===== config.mk =====
export PLATFORM = sky130hd
export DESIGN_NAME = tx_stats_counters
export DESIGN_NICKNAME = d
export VERILOG_FILES = /design/src/tx_stats_pkg.sv /design/src/sat_counter.sv /design/src/tx_frame_classifier.sv /design/src/tx_stats_counters.sv
export SDC_FILE = /design/constraint.sdc
export NUM_CORES = 1
export LEC_CHECK = 0
export ABC_CLOCK_PERIOD_IN_PS = 3650
export BUFFER_PORTS_ARGS = -buffer_cell sky130_fd_sc_hd__clkbuf_2
export CORE_ASPECT_RATIO = 1.2
export CORE_MARGIN = 4
export CORE_UTILIZATION = 25
export CTS_CLUSTER_SIZE = 28
export DETAILED_ROUTE_END_ITERATION = 10
export SYNTH_ARGS = -nofsm -noshare
export SYNTH_HDL_FRONTEND = slang
export SYNTH_SLANG_ARGS = --single-unit

===== constraint.sdc =====
create_clock -name core_clk_i -period 3.65 [get_ports core_clk_i]
set_input_delay 0.73 -clock core_clk_i [delete_from_list [all_inputs] [get_ports core_clk_i]]
set_output_delay 0.73 -clock core_clk_i [all_outputs]
set_load 0.02 [all_outputs]

===== src/tx_stats_pkg.sv =====
package tx_stats_pkg;

    // ------------------------------------------------------------
    // Register space
    // ------------------------------------------------------------
    localparam int REG_ADDR_W = 16;
    localparam int REG_DATA_W = 32;
    localparam logic [15:0] TX_BYTE_COUNT_LOW_ADDR = 16'h0030;
    localparam logic [15:0] TX_BYTE_COUNT_HIGH_ADDR = 16'h0031;
    localparam logic [15:0] TX_FRAMES_OK_COUNT_ADDR = 16'h0032;
    localparam logic [15:0] TX_BROADCAST_OK_COUNT_ADDR = 16'h0033;
    localparam logic [15:0] TX_MULTICAST_OK_COUNT_ADDR = 16'h0034;
    localparam logic [15:0] TX_LEN64_OK_COUNT_ADDR = 16'h0035;
    localparam logic [15:0] TX_LEN65_127_OK_COUNT_ADDR = 16'h0036;

    // ------------------------------------------------------------
    // Counter layout and reset values
    // ------------------------------------------------------------
    localparam int BYTE_CNT_W = 48;
    localparam int BYTE_LOW_W = 32;
    localparam int BYTE_HIGH_W = 16;
    localparam int FRAME_CNT_W = 28;
    localparam logic [27:0] FRAME_CNT_MAX = 28'hFFFFFFF;
    localparam logic [47:0] BYTE_CNT_MAX = 48'hFFFFFFFFFFFF;
    localparam logic [47:0] BYTE_CNT_RESET = 48'h000000000000;
    localparam logic [27:0] FRAME_CNT_RESET = 28'h0000000;
    localparam logic [31:0] RD_DATA_RESET = 32'h00000000;
    localparam int NUM_FRAME_CNT = 5;
    localparam int IDX_TOTAL = 0;
    localparam int IDX_BCAST = 1;
    localparam int IDX_MCAST = 2;
    localparam int IDX_LEN64 = 3;
    localparam int IDX_LEN65 = 4;

    // ------------------------------------------------------------
    // Frame classification
    // ------------------------------------------------------------
    localparam int LEN_W = 16;
    localparam logic [15:0] LEN_MAX = 16'hFFFF;
    localparam logic [15:0] LEN_64 = 16'h0040;
    localparam logic [15:0] LEN_65 = 16'h0041;
    localparam logic [15:0] LEN_127 = 16'h007F;
    localparam logic [15:0] DA_LEN = 16'h0006;
    localparam logic [7:0] BCAST_BYTE = 8'hFF;

endpackage

===== src/sat_counter.sv =====
`timescale 1ns/1ps
module sat_counter #(
    parameter int WIDTH = 28,
    parameter logic [WIDTH-1:0] MAX = '1
) (
    input wire logic core_clk_i,
    input wire logic rst_n_i,
    input wire logic inc_i,
    input wire logic clr_i,
    output logic [WIDTH-1:0] count_o
);
    if (WIDTH < 2 || WIDTH > 64) begin : g_bad_width
        $error("sat_counter: WIDTH out of range");
    end

    logic [WIDTH-1:0] count_r;
    logic [WIDTH-1:0] count_nxt;
    logic at_max;
    logic [WIDTH-1:0] one_w;

    assign one_w = {{(WIDTH-1){1'b0}}, 1'b1};
    assign at_max = (count_r == MAX);
    // A count arriving with the clear survives as one
    assign count_nxt = clr_i ? (inc_i ? one_w : '0) :
                       ((inc_i && !at_max) ? count_r + one_w : count_r);
    assign count_o = count_r;

    always_ff @(posedge core_clk_i or negedge rst_n_i) begin
        if (!rst_n_i) begin
            count_r <= '0;
        end else begin
            count_r <= count_nxt;
        end
    end
endmodule


===== src/tx_frame_classifier.sv =====
`timescale 1ns/1ps
module tx_frame_classifier (
    input wire logic core_clk_i,
    input wire logic rst_n_i,
    input wire logic byte_valid_i,
    input wire logic [7:0] byte_i,
    input wire logic sof_i,
    input wire logic end_i,
    input wire logic ok_i,
    output logic done_o,
    output logic bcast_o,
    output logic mcast_o,
    output logic len64_o,
    output logic len65_127_o
);
    import tx_stats_pkg::*;

    logic [LEN_W-1:0] len_r;
    logic [LEN_W-1:0] len_nxt;
    logic bcast_r;
    logic mcast_r;
    logic in_da;
    logic byte_ff;
    logic good_end;

    // ------------------------------------------------------------
    // Length and address tracking
    // ------------------------------------------------------------
    // length spans DA to FCS
    assign len_nxt = sof_i ? LEN_W'(1) :
                     ((len_r == LEN_MAX) ? len_r : len_r + LEN_W'(1));
    assign in_da = (len_r < DA_LEN);
    assign byte_ff = (byte_i == BCAST_BYTE);
    assign good_end = end_i && ok_i;

    always_ff @(posedge core_clk_i or negedge rst_n_i) begin
        if (!rst_n_i) begin
            len_r <= '0;
            bcast_r <= 1'b0;
            mcast_r <= 1'b0;
        end else if (byte_valid_i) begin
            len_r <= len_nxt;
            bcast_r <= sof_i ? byte_ff : (bcast_r && (!in_da || byte_ff));
            // first bit on wire is bit 0
            if (sof_i) begin
                mcast_r <= byte_i[0];
            end
        end
    end

    // ------------------------------------------------------------
    // Result pulses at a successful frame end
    // ------------------------------------------------------------
    always_ff @(posedge core_clk_i or negedge rst_n_i) begin
        if (!rst_n_i) begin
            done_o <= 1'b0;
            bcast_o <= 1'b0;
            mcast_o <= 1'b0;
            len64_o <= 1'b0;
            len65_127_o <= 1'b0;
        end else begin
            done_o <= good_end;
            bcast_o <= good_end && bcast_r && (len_r >= DA_LEN);
            mcast_o <= good_end && mcast_r;
            len64_o <= good_end && (len_r == LEN_64);
            len65_127_o <= good_end && (len_r >= LEN_65) &&
                           (len_r <= LEN_127);
        end
    end
endmodule


===== src/tx_stats_counters.sv =====
`timescale 1ns/1ps
// Behaviour
// - Every sent byte from the first destination byte to the FCS counts.
// - Pad bytes inserted by the MAC are counted as sent bytes.
// - The low byte word shows count bits 31 to 0 since it was last read.
// - The high byte-count word shows count bits 47 to 32, frozen at the last low read and cleared when it is read, in its low 16 bits.
// - Reading the low byte word restarts its accumulation from zero.
// - Every good frame is counted and frame counters stop at 0xFFFFFFF.
// - Reading the total, broadcast or multicast count returns and clears it.
// - Good frames sent to the all-ones address are counted as broadcast.
// - Good frames whose first address bit on the wire is one are multicast.
// - Good frames of exactly 64 bytes have their own counter.
// - Good frames of 65 to 127 bytes have their own counter.
// - Reading either size-class counter returns it then clears it.
module tx_stats_counters (
    input wire logic core_clk_i,
    input wire logic rst_n_i,
    input wire logic tx_byte_valid_i,
    input wire logic [7:0] tx_byte_i,
    input wire logic tx_sof_i,
    input wire logic tx_end_i,
    input wire logic tx_ok_i,
    input wire logic rd_en_i,
    input wire logic [tx_stats_pkg::REG_ADDR_W-1:0] rd_addr_i,
    output logic [tx_stats_pkg::REG_DATA_W-1:0] rd_data_o,
    output logic rd_valid_o
);
    import tx_stats_pkg::*;

    logic cls_done;
    logic cls_bcast;
    logic cls_mcast;
    logic cls_len64;
    logic cls_len65;
    logic [NUM_FRAME_CNT-1:0] frame_inc;
    logic [NUM_FRAME_CNT-1:0] frame_clr;
    logic [FRAME_CNT_W-1:0] frame_cnt [NUM_FRAME_CNT];
    logic [BYTE_CNT_W-1:0] byte_cnt;
    logic [BYTE_HIGH_W-1:0] high_shadow_r;
    logic [BYTE_HIGH_W-1:0] high_shadow_nxt;
    logic rd_low;
    logic rd_high;
    logic [REG_DATA_W-1:0] rd_data_nxt;
    logic [REG_DATA_W-1:0] frame_word [NUM_FRAME_CNT];

    // ------------------------------------------------------------
    // Frame classification
    // ------------------------------------------------------------
    tx_frame_classifier u_cls (
        .core_clk_i(core_clk_i),
        .rst_n_i(rst_n_i),
        .byte_valid_i(tx_byte_valid_i),
        .byte_i(tx_byte_i),
        .sof_i(tx_sof_i),
        .end_i(tx_end_i),
        .ok_i(tx_ok_i),
        .done_o(cls_done),
        .bcast_o(cls_bcast),
        .mcast_o(cls_mcast),
        .len64_o(cls_len64),
        .len65_127_o(cls_len65)
    );

    assign frame_inc[IDX_TOTAL] = cls_done;
    assign frame_inc[IDX_BCAST] = cls_bcast;
    assign frame_inc[IDX_MCAST] = cls_mcast;
    assign frame_inc[IDX_LEN64] = cls_len64;
    assign frame_inc[IDX_LEN65] = cls_len65;

    // ------------------------------------------------------------
    // Read decode
    // ------------------------------------------------------------
    assign rd_low = rd_en_i && (rd_addr_i == TX_BYTE_COUNT_LOW_ADDR);
    assign rd_high = rd_en_i && (rd_addr_i == TX_BYTE_COUNT_HIGH_ADDR);
    assign frame_clr[IDX_TOTAL] = rd_en_i &&
        (rd_addr_i == TX_FRAMES_OK_COUNT_ADDR);
    assign frame_clr[IDX_BCAST] = rd_en_i &&
        (rd_addr_i == TX_BROADCAST_OK_COUNT_ADDR);
    assign frame_clr[IDX_MCAST] = rd_en_i &&
        (rd_addr_i == TX_MULTICAST_OK_COUNT_ADDR);
    assign frame_clr[IDX_LEN64] = rd_en_i &&
        (rd_addr_i == TX_LEN64_OK_COUNT_ADDR);
    assign frame_clr[IDX_LEN65] = rd_en_i &&
        (rd_addr_i == TX_LEN65_127_OK_COUNT_ADDR);

    // ------------------------------------------------------------
    // Frame counters
    // ------------------------------------------------------------
    genvar gi;
    generate
        for (gi = 0; gi < NUM_FRAME_CNT; gi++) begin : g_frame
            sat_counter #(
                .WIDTH(FRAME_CNT_W),
                .MAX(FRAME_CNT_MAX)
            ) u_cnt (
                .core_clk_i(core_clk_i),
                .rst_n_i(rst_n_i),
                .inc_i(frame_inc[gi]),
                .clr_i(frame_clr[gi]),
                .count_o(frame_cnt[gi])
            );
            assign frame_word[gi] = {{(REG_DATA_W-FRAME_CNT_W){1'b0}},
                                     frame_cnt[gi]};
        end
    endgenerate

    // ------------------------------------------------------------
    // Byte counter
    // ------------------------------------------------------------
    // one count per sent byte
    // pad bytes arrive as ordinary valid bytes
    sat_counter #(
        .WIDTH(BYTE_CNT_W),
        .MAX(BYTE_CNT_MAX)
    ) u_bytes (
        .core_clk_i(core_clk_i),
        .rst_n_i(rst_n_i),
        .inc_i(tx_byte_valid_i),
        .clr_i(rd_low),
        .count_o(byte_cnt)
    );

    // High half is frozen at the low read so both words form one count
    assign high_shadow_nxt = rd_low ? byte_cnt[BYTE_CNT_W-1:BYTE_LOW_W] :
                             (rd_high ? '0 : high_shadow_r);

    always_ff @(posedge core_clk_i or negedge rst_n_i) begin
        if (!rst_n_i) begin
            high_shadow_r <= '0;
        end else begin
            high_shadow_r <= high_shadow_nxt;
        end
    end

    // ------------------------------------------------------------
    // Read data
    // ------------------------------------------------------------
    // low word bits 31..0
    // high word in low 16 bits
    assign rd_data_nxt =
        !rd_en_i ? RD_DATA_RESET :
        rd_low ? byte_cnt[BYTE_LOW_W-1:0] :
        rd_high ? {{(REG_DATA_W-BYTE_HIGH_W){1'b0}}, high_shadow_r} :
        frame_clr[IDX_TOTAL] ? frame_word[IDX_TOTAL] :
        frame_clr[IDX_BCAST] ? frame_word[IDX_BCAST] :
        frame_clr[IDX_MCAST] ? frame_word[IDX_MCAST] :
        frame_clr[IDX_LEN64] ? frame_word[IDX_LEN64] :
        frame_clr[IDX_LEN65] ? frame_word[IDX_LEN65] : RD_DATA_RESET;

    always_ff @(posedge core_clk_i or negedge rst_n_i) begin
        if (!rst_n_i) begin
            rd_data_o <= RD_DATA_RESET;
            rd_valid_o <= 1'b0;
        end else begin
            rd_data_o <= rd_data_nxt;
            rd_valid_o <= rd_en_i;
        end
    end
endmodule


======== Word level (Yosys, flattened, before mapping) ========
Cells that the tools add are included.
Widths: inputs -> output; s select.
storage, ports and cells
  logic and storage cells ................. 114
  bits in registers ....................... 260
  output and inout port bits .............. 33
  input port bits ......................... 31
cells by class
  multiplexer cells ....................... 31
  add/subtract/negate cells ............... 7
  equal/unequal tests ..................... 17
  reductions and logical operators ........ 38
  order comparisons ....................... 4
operator list
  operator               number
  $mux 28                16
  $add 28x1->28 const B  5
  $eq 28x28->1 const B   5
  $eq 16x6->1 const B    7
  $mux 48                2
  $mux 16                4
  $mux 32                2
  $add 48x1->48 const B  1
  $eq 48x48->1 const B   1
  $logic_and 1x1->1      21
  $add 16x1->16 const B  1
  $eq 16x16->1 const B   1
  $eq 16x7->1 const B    1
  $ge 16x3->1 const B    1
  $ge 16x7->1 const B    1
  $le 16x7->1 const B    1
  $lt 16x3->1 const B    1
  $reduce_bool 2->1      7
  $eq 8x8->1 const B     1
  $logic_not 1->1        7
  $mux 1                 7
  $reduce_and 2->1       2
  $ne 2x2->1 const B     1
  $logic_or 1x1->1       1

======== Logic depth before layout (Yosys ltp) ========
  depth in word-level cells ............... 10
  gate-level depth with buffers ........... 8
  mapped depth without buffers ............ 6

======== By module ========
Synthesis repeated with hierarchy kept, for this count alone.
unflattened totals
  cells, all modules ...................... 1700
  area total of the unflattened synthesis .. 15838.9 sq um
modules (own cells, without submodules)
  module                               area an instance (sq um)  seq. area each (sq um)  cells an instance  times used
  sat_counter at g_frame[0].u_cnt ...  1657.8                    700.7                   179                5
  tx_stats_counters                    3368.2                    1226.2                  359                1
  sat_counter at u_bytes               2847.7                    1201.2                  307                1
  tx_frame_classifier                  1333.8                    575.6                   139                1

======== Worst setup path after synthesis ========
No wires, ideal clock.
  path kind ............................... input port to flip-flop
  from .................................... in tx_byte_valid_i
  to ...................................... reg u_bytes.count_r[25], in the netlist u_bytes.count_o[25]
  library setup time ...................... 0.078 ns
  stages on the path ...................... 6
  arrival ................................. 2.315 ns
  slack ................................... 1.257 ns
  data required time ...................... 3.572 ns
  path buffers ............................ 1
  cells stage by stage .................... clkbuf_1 > nand3_1 > nor4_4 > nand2_1 > or4_1 > a21oi_1
between the ends
  longest elaborated chain between the ends .. 2
ends and longest elaborated chain
  what                                line                     source
  start, declared                     tx_stats_counters.sv:18  input wire logic tx_byte_valid_i,
  $logic_and 1x1->1                   sat_counter.sv:25        ((inc_i && !at_max) ? count_r + one_w : count_r);
  $reduce_bool 2->1 (no source line)  --
  end signal, assigned                sat_counter.sv:32        count_r <= count_nxt;
  end, declared                       sat_counter.sv:16        logic [WIDTH-1:0] count_r;
No other way between the ends.
A chain may end at the register's enable or synchronous reset.

======== Worst setup path after layout ========
  from .................................... reg u_bytes.count_r[20], in the netlist u_bytes.count_o[20]
  to ...................................... reg u_bytes.count_r[34], in the netlist u_bytes.count_o[34]
between the ends
  longest elaborated chain between the ends .. 4
  elaborated cells on any way between the ends .. 7
  those cells by class .................... add/sub (1); eq/ne (1); mux (2); reduce/logical (3)
ends and longest elaborated chain
  what
  branches (longest 4 deep; another with $add 48x1->48)
Parallel ways; which one is timed is not known. The select of a mux whose other input is x is not followed.

==> summary.txt <==
Clocking
  • Sink Count: 260
  • Clock transition at path regs: 0.06 ns
  • Worst-Skew Late Latency: 0.58 ns
  • CTS tree: yes
  • Post-cts repair resize count: 0
  • Hold_buf cts: 0
  • Setup bufs post-CTS: 0
  • Max clock buf depth: 3
  • Root Buffer: clkbuf_16
  • H-tree depth: 1
  • CTS Buf Count: 28

Routing
  • Wirelength, routed: 46.6 mm
  • Drc violations: 0
  • DR pass1 iterations: 5
  • Post-route ant nets: 0
  • Average wire per standard cell: 18.7 µm
  • Initial detailed-routing violation count: 1291
  • Vias per cell: 5.45
  • Vias: 13600

Layout
  • Commonest non-fill, non-tap cell in the layout: dfrtp_1
  • Synth-to-layout area growth: 14.1%
  • Layout cells sized above 1: 10.8%
  • Leading cell types in the layout, fill and taps excluded: 260 x dfrtp_1, 175 x nand2_1, 135 x a21oi_1, 124 x o21ai_0, 115 x nor2_1
  • Nets: 1717
  • Filler-free cell count of the finished design: 2489

Setup path
  • CP cell instances: nand3_1, or4_1, o311ai_1, o21ai_0, a21oi_1
  • Worst setup SP type: register
  • CP max-delay cell: o311ai_1
  • Crit-path max FO: 12
  • Req. time, crit path: 4.16 ns
  • WP data arrival: 3.33 ns
  • Max incr delay on CP: 1.01 ns
  • Crit-path leading delay family: compound AO/OA/AOI/OAI gates
  • CP bufs+invs: 0
  • CP Class: register to register
  • CP Capture Type: register

Power and ir drop
  • P_leak: 6.43 nW
  • Power Dens Cells: 445 mW/mm²
  • Peak VDD IR: 0.368 mV
  • Power Total: 7.49 mW

Global routing
  • Vias in the first global route: 12700
  • Tot GR Track Use: 14.3%
  • First-pass GRT wire length: 72.9 mm
  • Initial antenna violation count: 4
  • Largest net degree at the start of global routing: 88
  • Grt ovf: 0

Timing
  • Slew Limit Fails: 0
  • Max-slew headroom: 16.7%
  • Max frequency: 0.355 GHz
  • Setup TNS: 0 ns
  • Worst hold margin: 0.140 ns
  • Final hold vios: 0
  • Worst-Margin Slew: 1.23 ns
  • RSZ-0062 raised after global routing: false
  • Setup Skew: 0.0329 ns
  • Fin crit period: 2.82 ns
  • Tcrit/Tclk final: 77.2%
  • # setup viols final: 0

Die
  • Die width: 230 µm
  • Core Rows: 97
  • Die height: 274 µm
  • Initial Utilization: 25.3%
  • Core area: 0.0584 mm²
  • DIE AREA: 0.0630 mm²
  • Top-level I/O count: 64

Place
  • Hpwl dp: 33.8 mm
  • Placed instance count: 2438
  • Gpl congestion: 0.928
  • Count of input and output buffers: 63

Run status
  • Outcome: finished, final reports clean

Synthesis
  • Synth Instances: 1664
  • Register area share after synthesis: 44.1%
  • Post-synth EDFFs: 0
  • Post-synth ARST share: 100%
  • Syn Area/Cell: 8.86 µm²
  • Seq cells post-synth: 260
  • Syn_nets: 1705
  • Yosys cell types: 62
  • Syn. warnings: 0
  • Ys flop type: dfrtp_1
  • Synth Cell Area: 0.0147 mm²

Job
  • # Max-Cap Violations: 0

Min path
  • HP Class: primary input to asynchronous set/reset pin
Yosys cell counts, drive strengths merged, types with 40 or more instances:
cell / instances / area share, %
a211oi: 41 / 2.1
nand2: 175 / 4.5
nor2: 115 / 2.9
clkbuf: 88 / 2.2
nand3: 79 / 2.7
xnor2: 57 / 3.4
a21oi: 135 / 4.6
or4: 40 / 2.1
nand4: 68 / 3.0
or3: 71 / 3.0
dfrtp: 260 / 44
inv: 43 / 1.1
o21ai: 124 / 4.2
sequential cells by signal (all words and copies together) (netlist names):
| name | flops |
|---|---|
| g_frame.u_cnt.count_o | 140 |
| u_bytes.count_o | 48 |
| rd_data_o | 32 |
| high_shadow_r | 16 |
| u_cls.len_r | 16 |
| rd_valid_o | 1 |
| u_cls.bcast_o | 1 |
| u_cls.bcast_r | 1 |
| u_cls.done_o | 1 |
| u_cls.len64_o | 1 |
| u_cls.len65_127_o | 1 |
| u_cls.mcast_o | 1 |
| u_cls.mcast_r | 1 |
logic make-up (layout without fill, tap and decap cells):
family | Yosys count | count (layout) | share of synthesized area [%]
and+or+nand+nor | 703 | 703 | 25.8
muxes | 48 | 48 | 3.39
DFF | 260 | 260 | 44.1
buffers and inverters | 147 | 178 | 3.83
adders and majority gates | 10 | 10 | 0.848
xor gates and xnor gates | 70 | 70 | 4.16
AOI/OAI and AO/OA | 426 | 426 | 17.9
other | 0 | 2 | 0
metrics by stage:
stage | setup WS (ns) | cell area, µm² | utilization (%)
3_5_place_dp | 0.676 | 15900 | 27.2
4_1_cts | 0.778 | 16800 | 28.8
6_report | 0.833 | 16800 | 28.8
5_1_grt | 0.606 | 16800 | 28.8
2_1_floorplan | 1.26 | 14700 | -
3_3_place_gp | 0.797 | 15900 | 27.2
path summary, 6_finish.rpt:
| kind | startpoint | endpoint | slack, ns | cells past startpoint |
|---|---|---|---|---|
| min in group core_clk_i | rd_en_i | rd_valid_o | 0.31 | 1 |
| max | u_bytes.count_o[20] | u_bytes.count_o[34] | 0.83 | 5 |
| max reg2reg | u_bytes.count_o[20] | u_bytes.count_o[34] | 0.83 | 5 |
| min | rst_n_i | rd_data_o[1] | 0.14 | 1 |
| max in group asynchronous | rst_n_i | u_bytes.count_o[17] | 2.53 | 2 |
| min reg2reg | u_cls.mcast_r | u_cls.mcast_r | 0.47 | 2 |
where the power goes:
part           leakage (nW)  total, mW  switching, mW  internal (mW)
Combinational          3.00       1.12          0.685          0.432
Clock                 0.449       2.91           1.26           1.65
Sequential             2.98       3.46          0.361           3.10
Total                  6.43       7.49           2.31           5.19
routing by layer:
layer / vias up / wire length, µm / GRT usage, % / part of all wire, %
li1: 6222 / - / - / -
met1: 6663 / 19600 / 18.8 / 42
met2: 550 / 21400 / 22.9 / 46
met3: 118 / 2890 / 1.87 / 6.2
met4: 2 / 2810 / 7.71 / 6.0
met5: - / 13 / 0 / 0.028
layout make-up:
class	count	area (µm²)
inverters	43	161
repair buffers	86	538
clock inverters	13	145
multi-input cells	1257	7700
well taps	792	991
diodes	2	5.00
clock buffers	36	781
flip-flops and latches	260	6510
fillers	6144	41600
(Power assumes the default switching activity.)
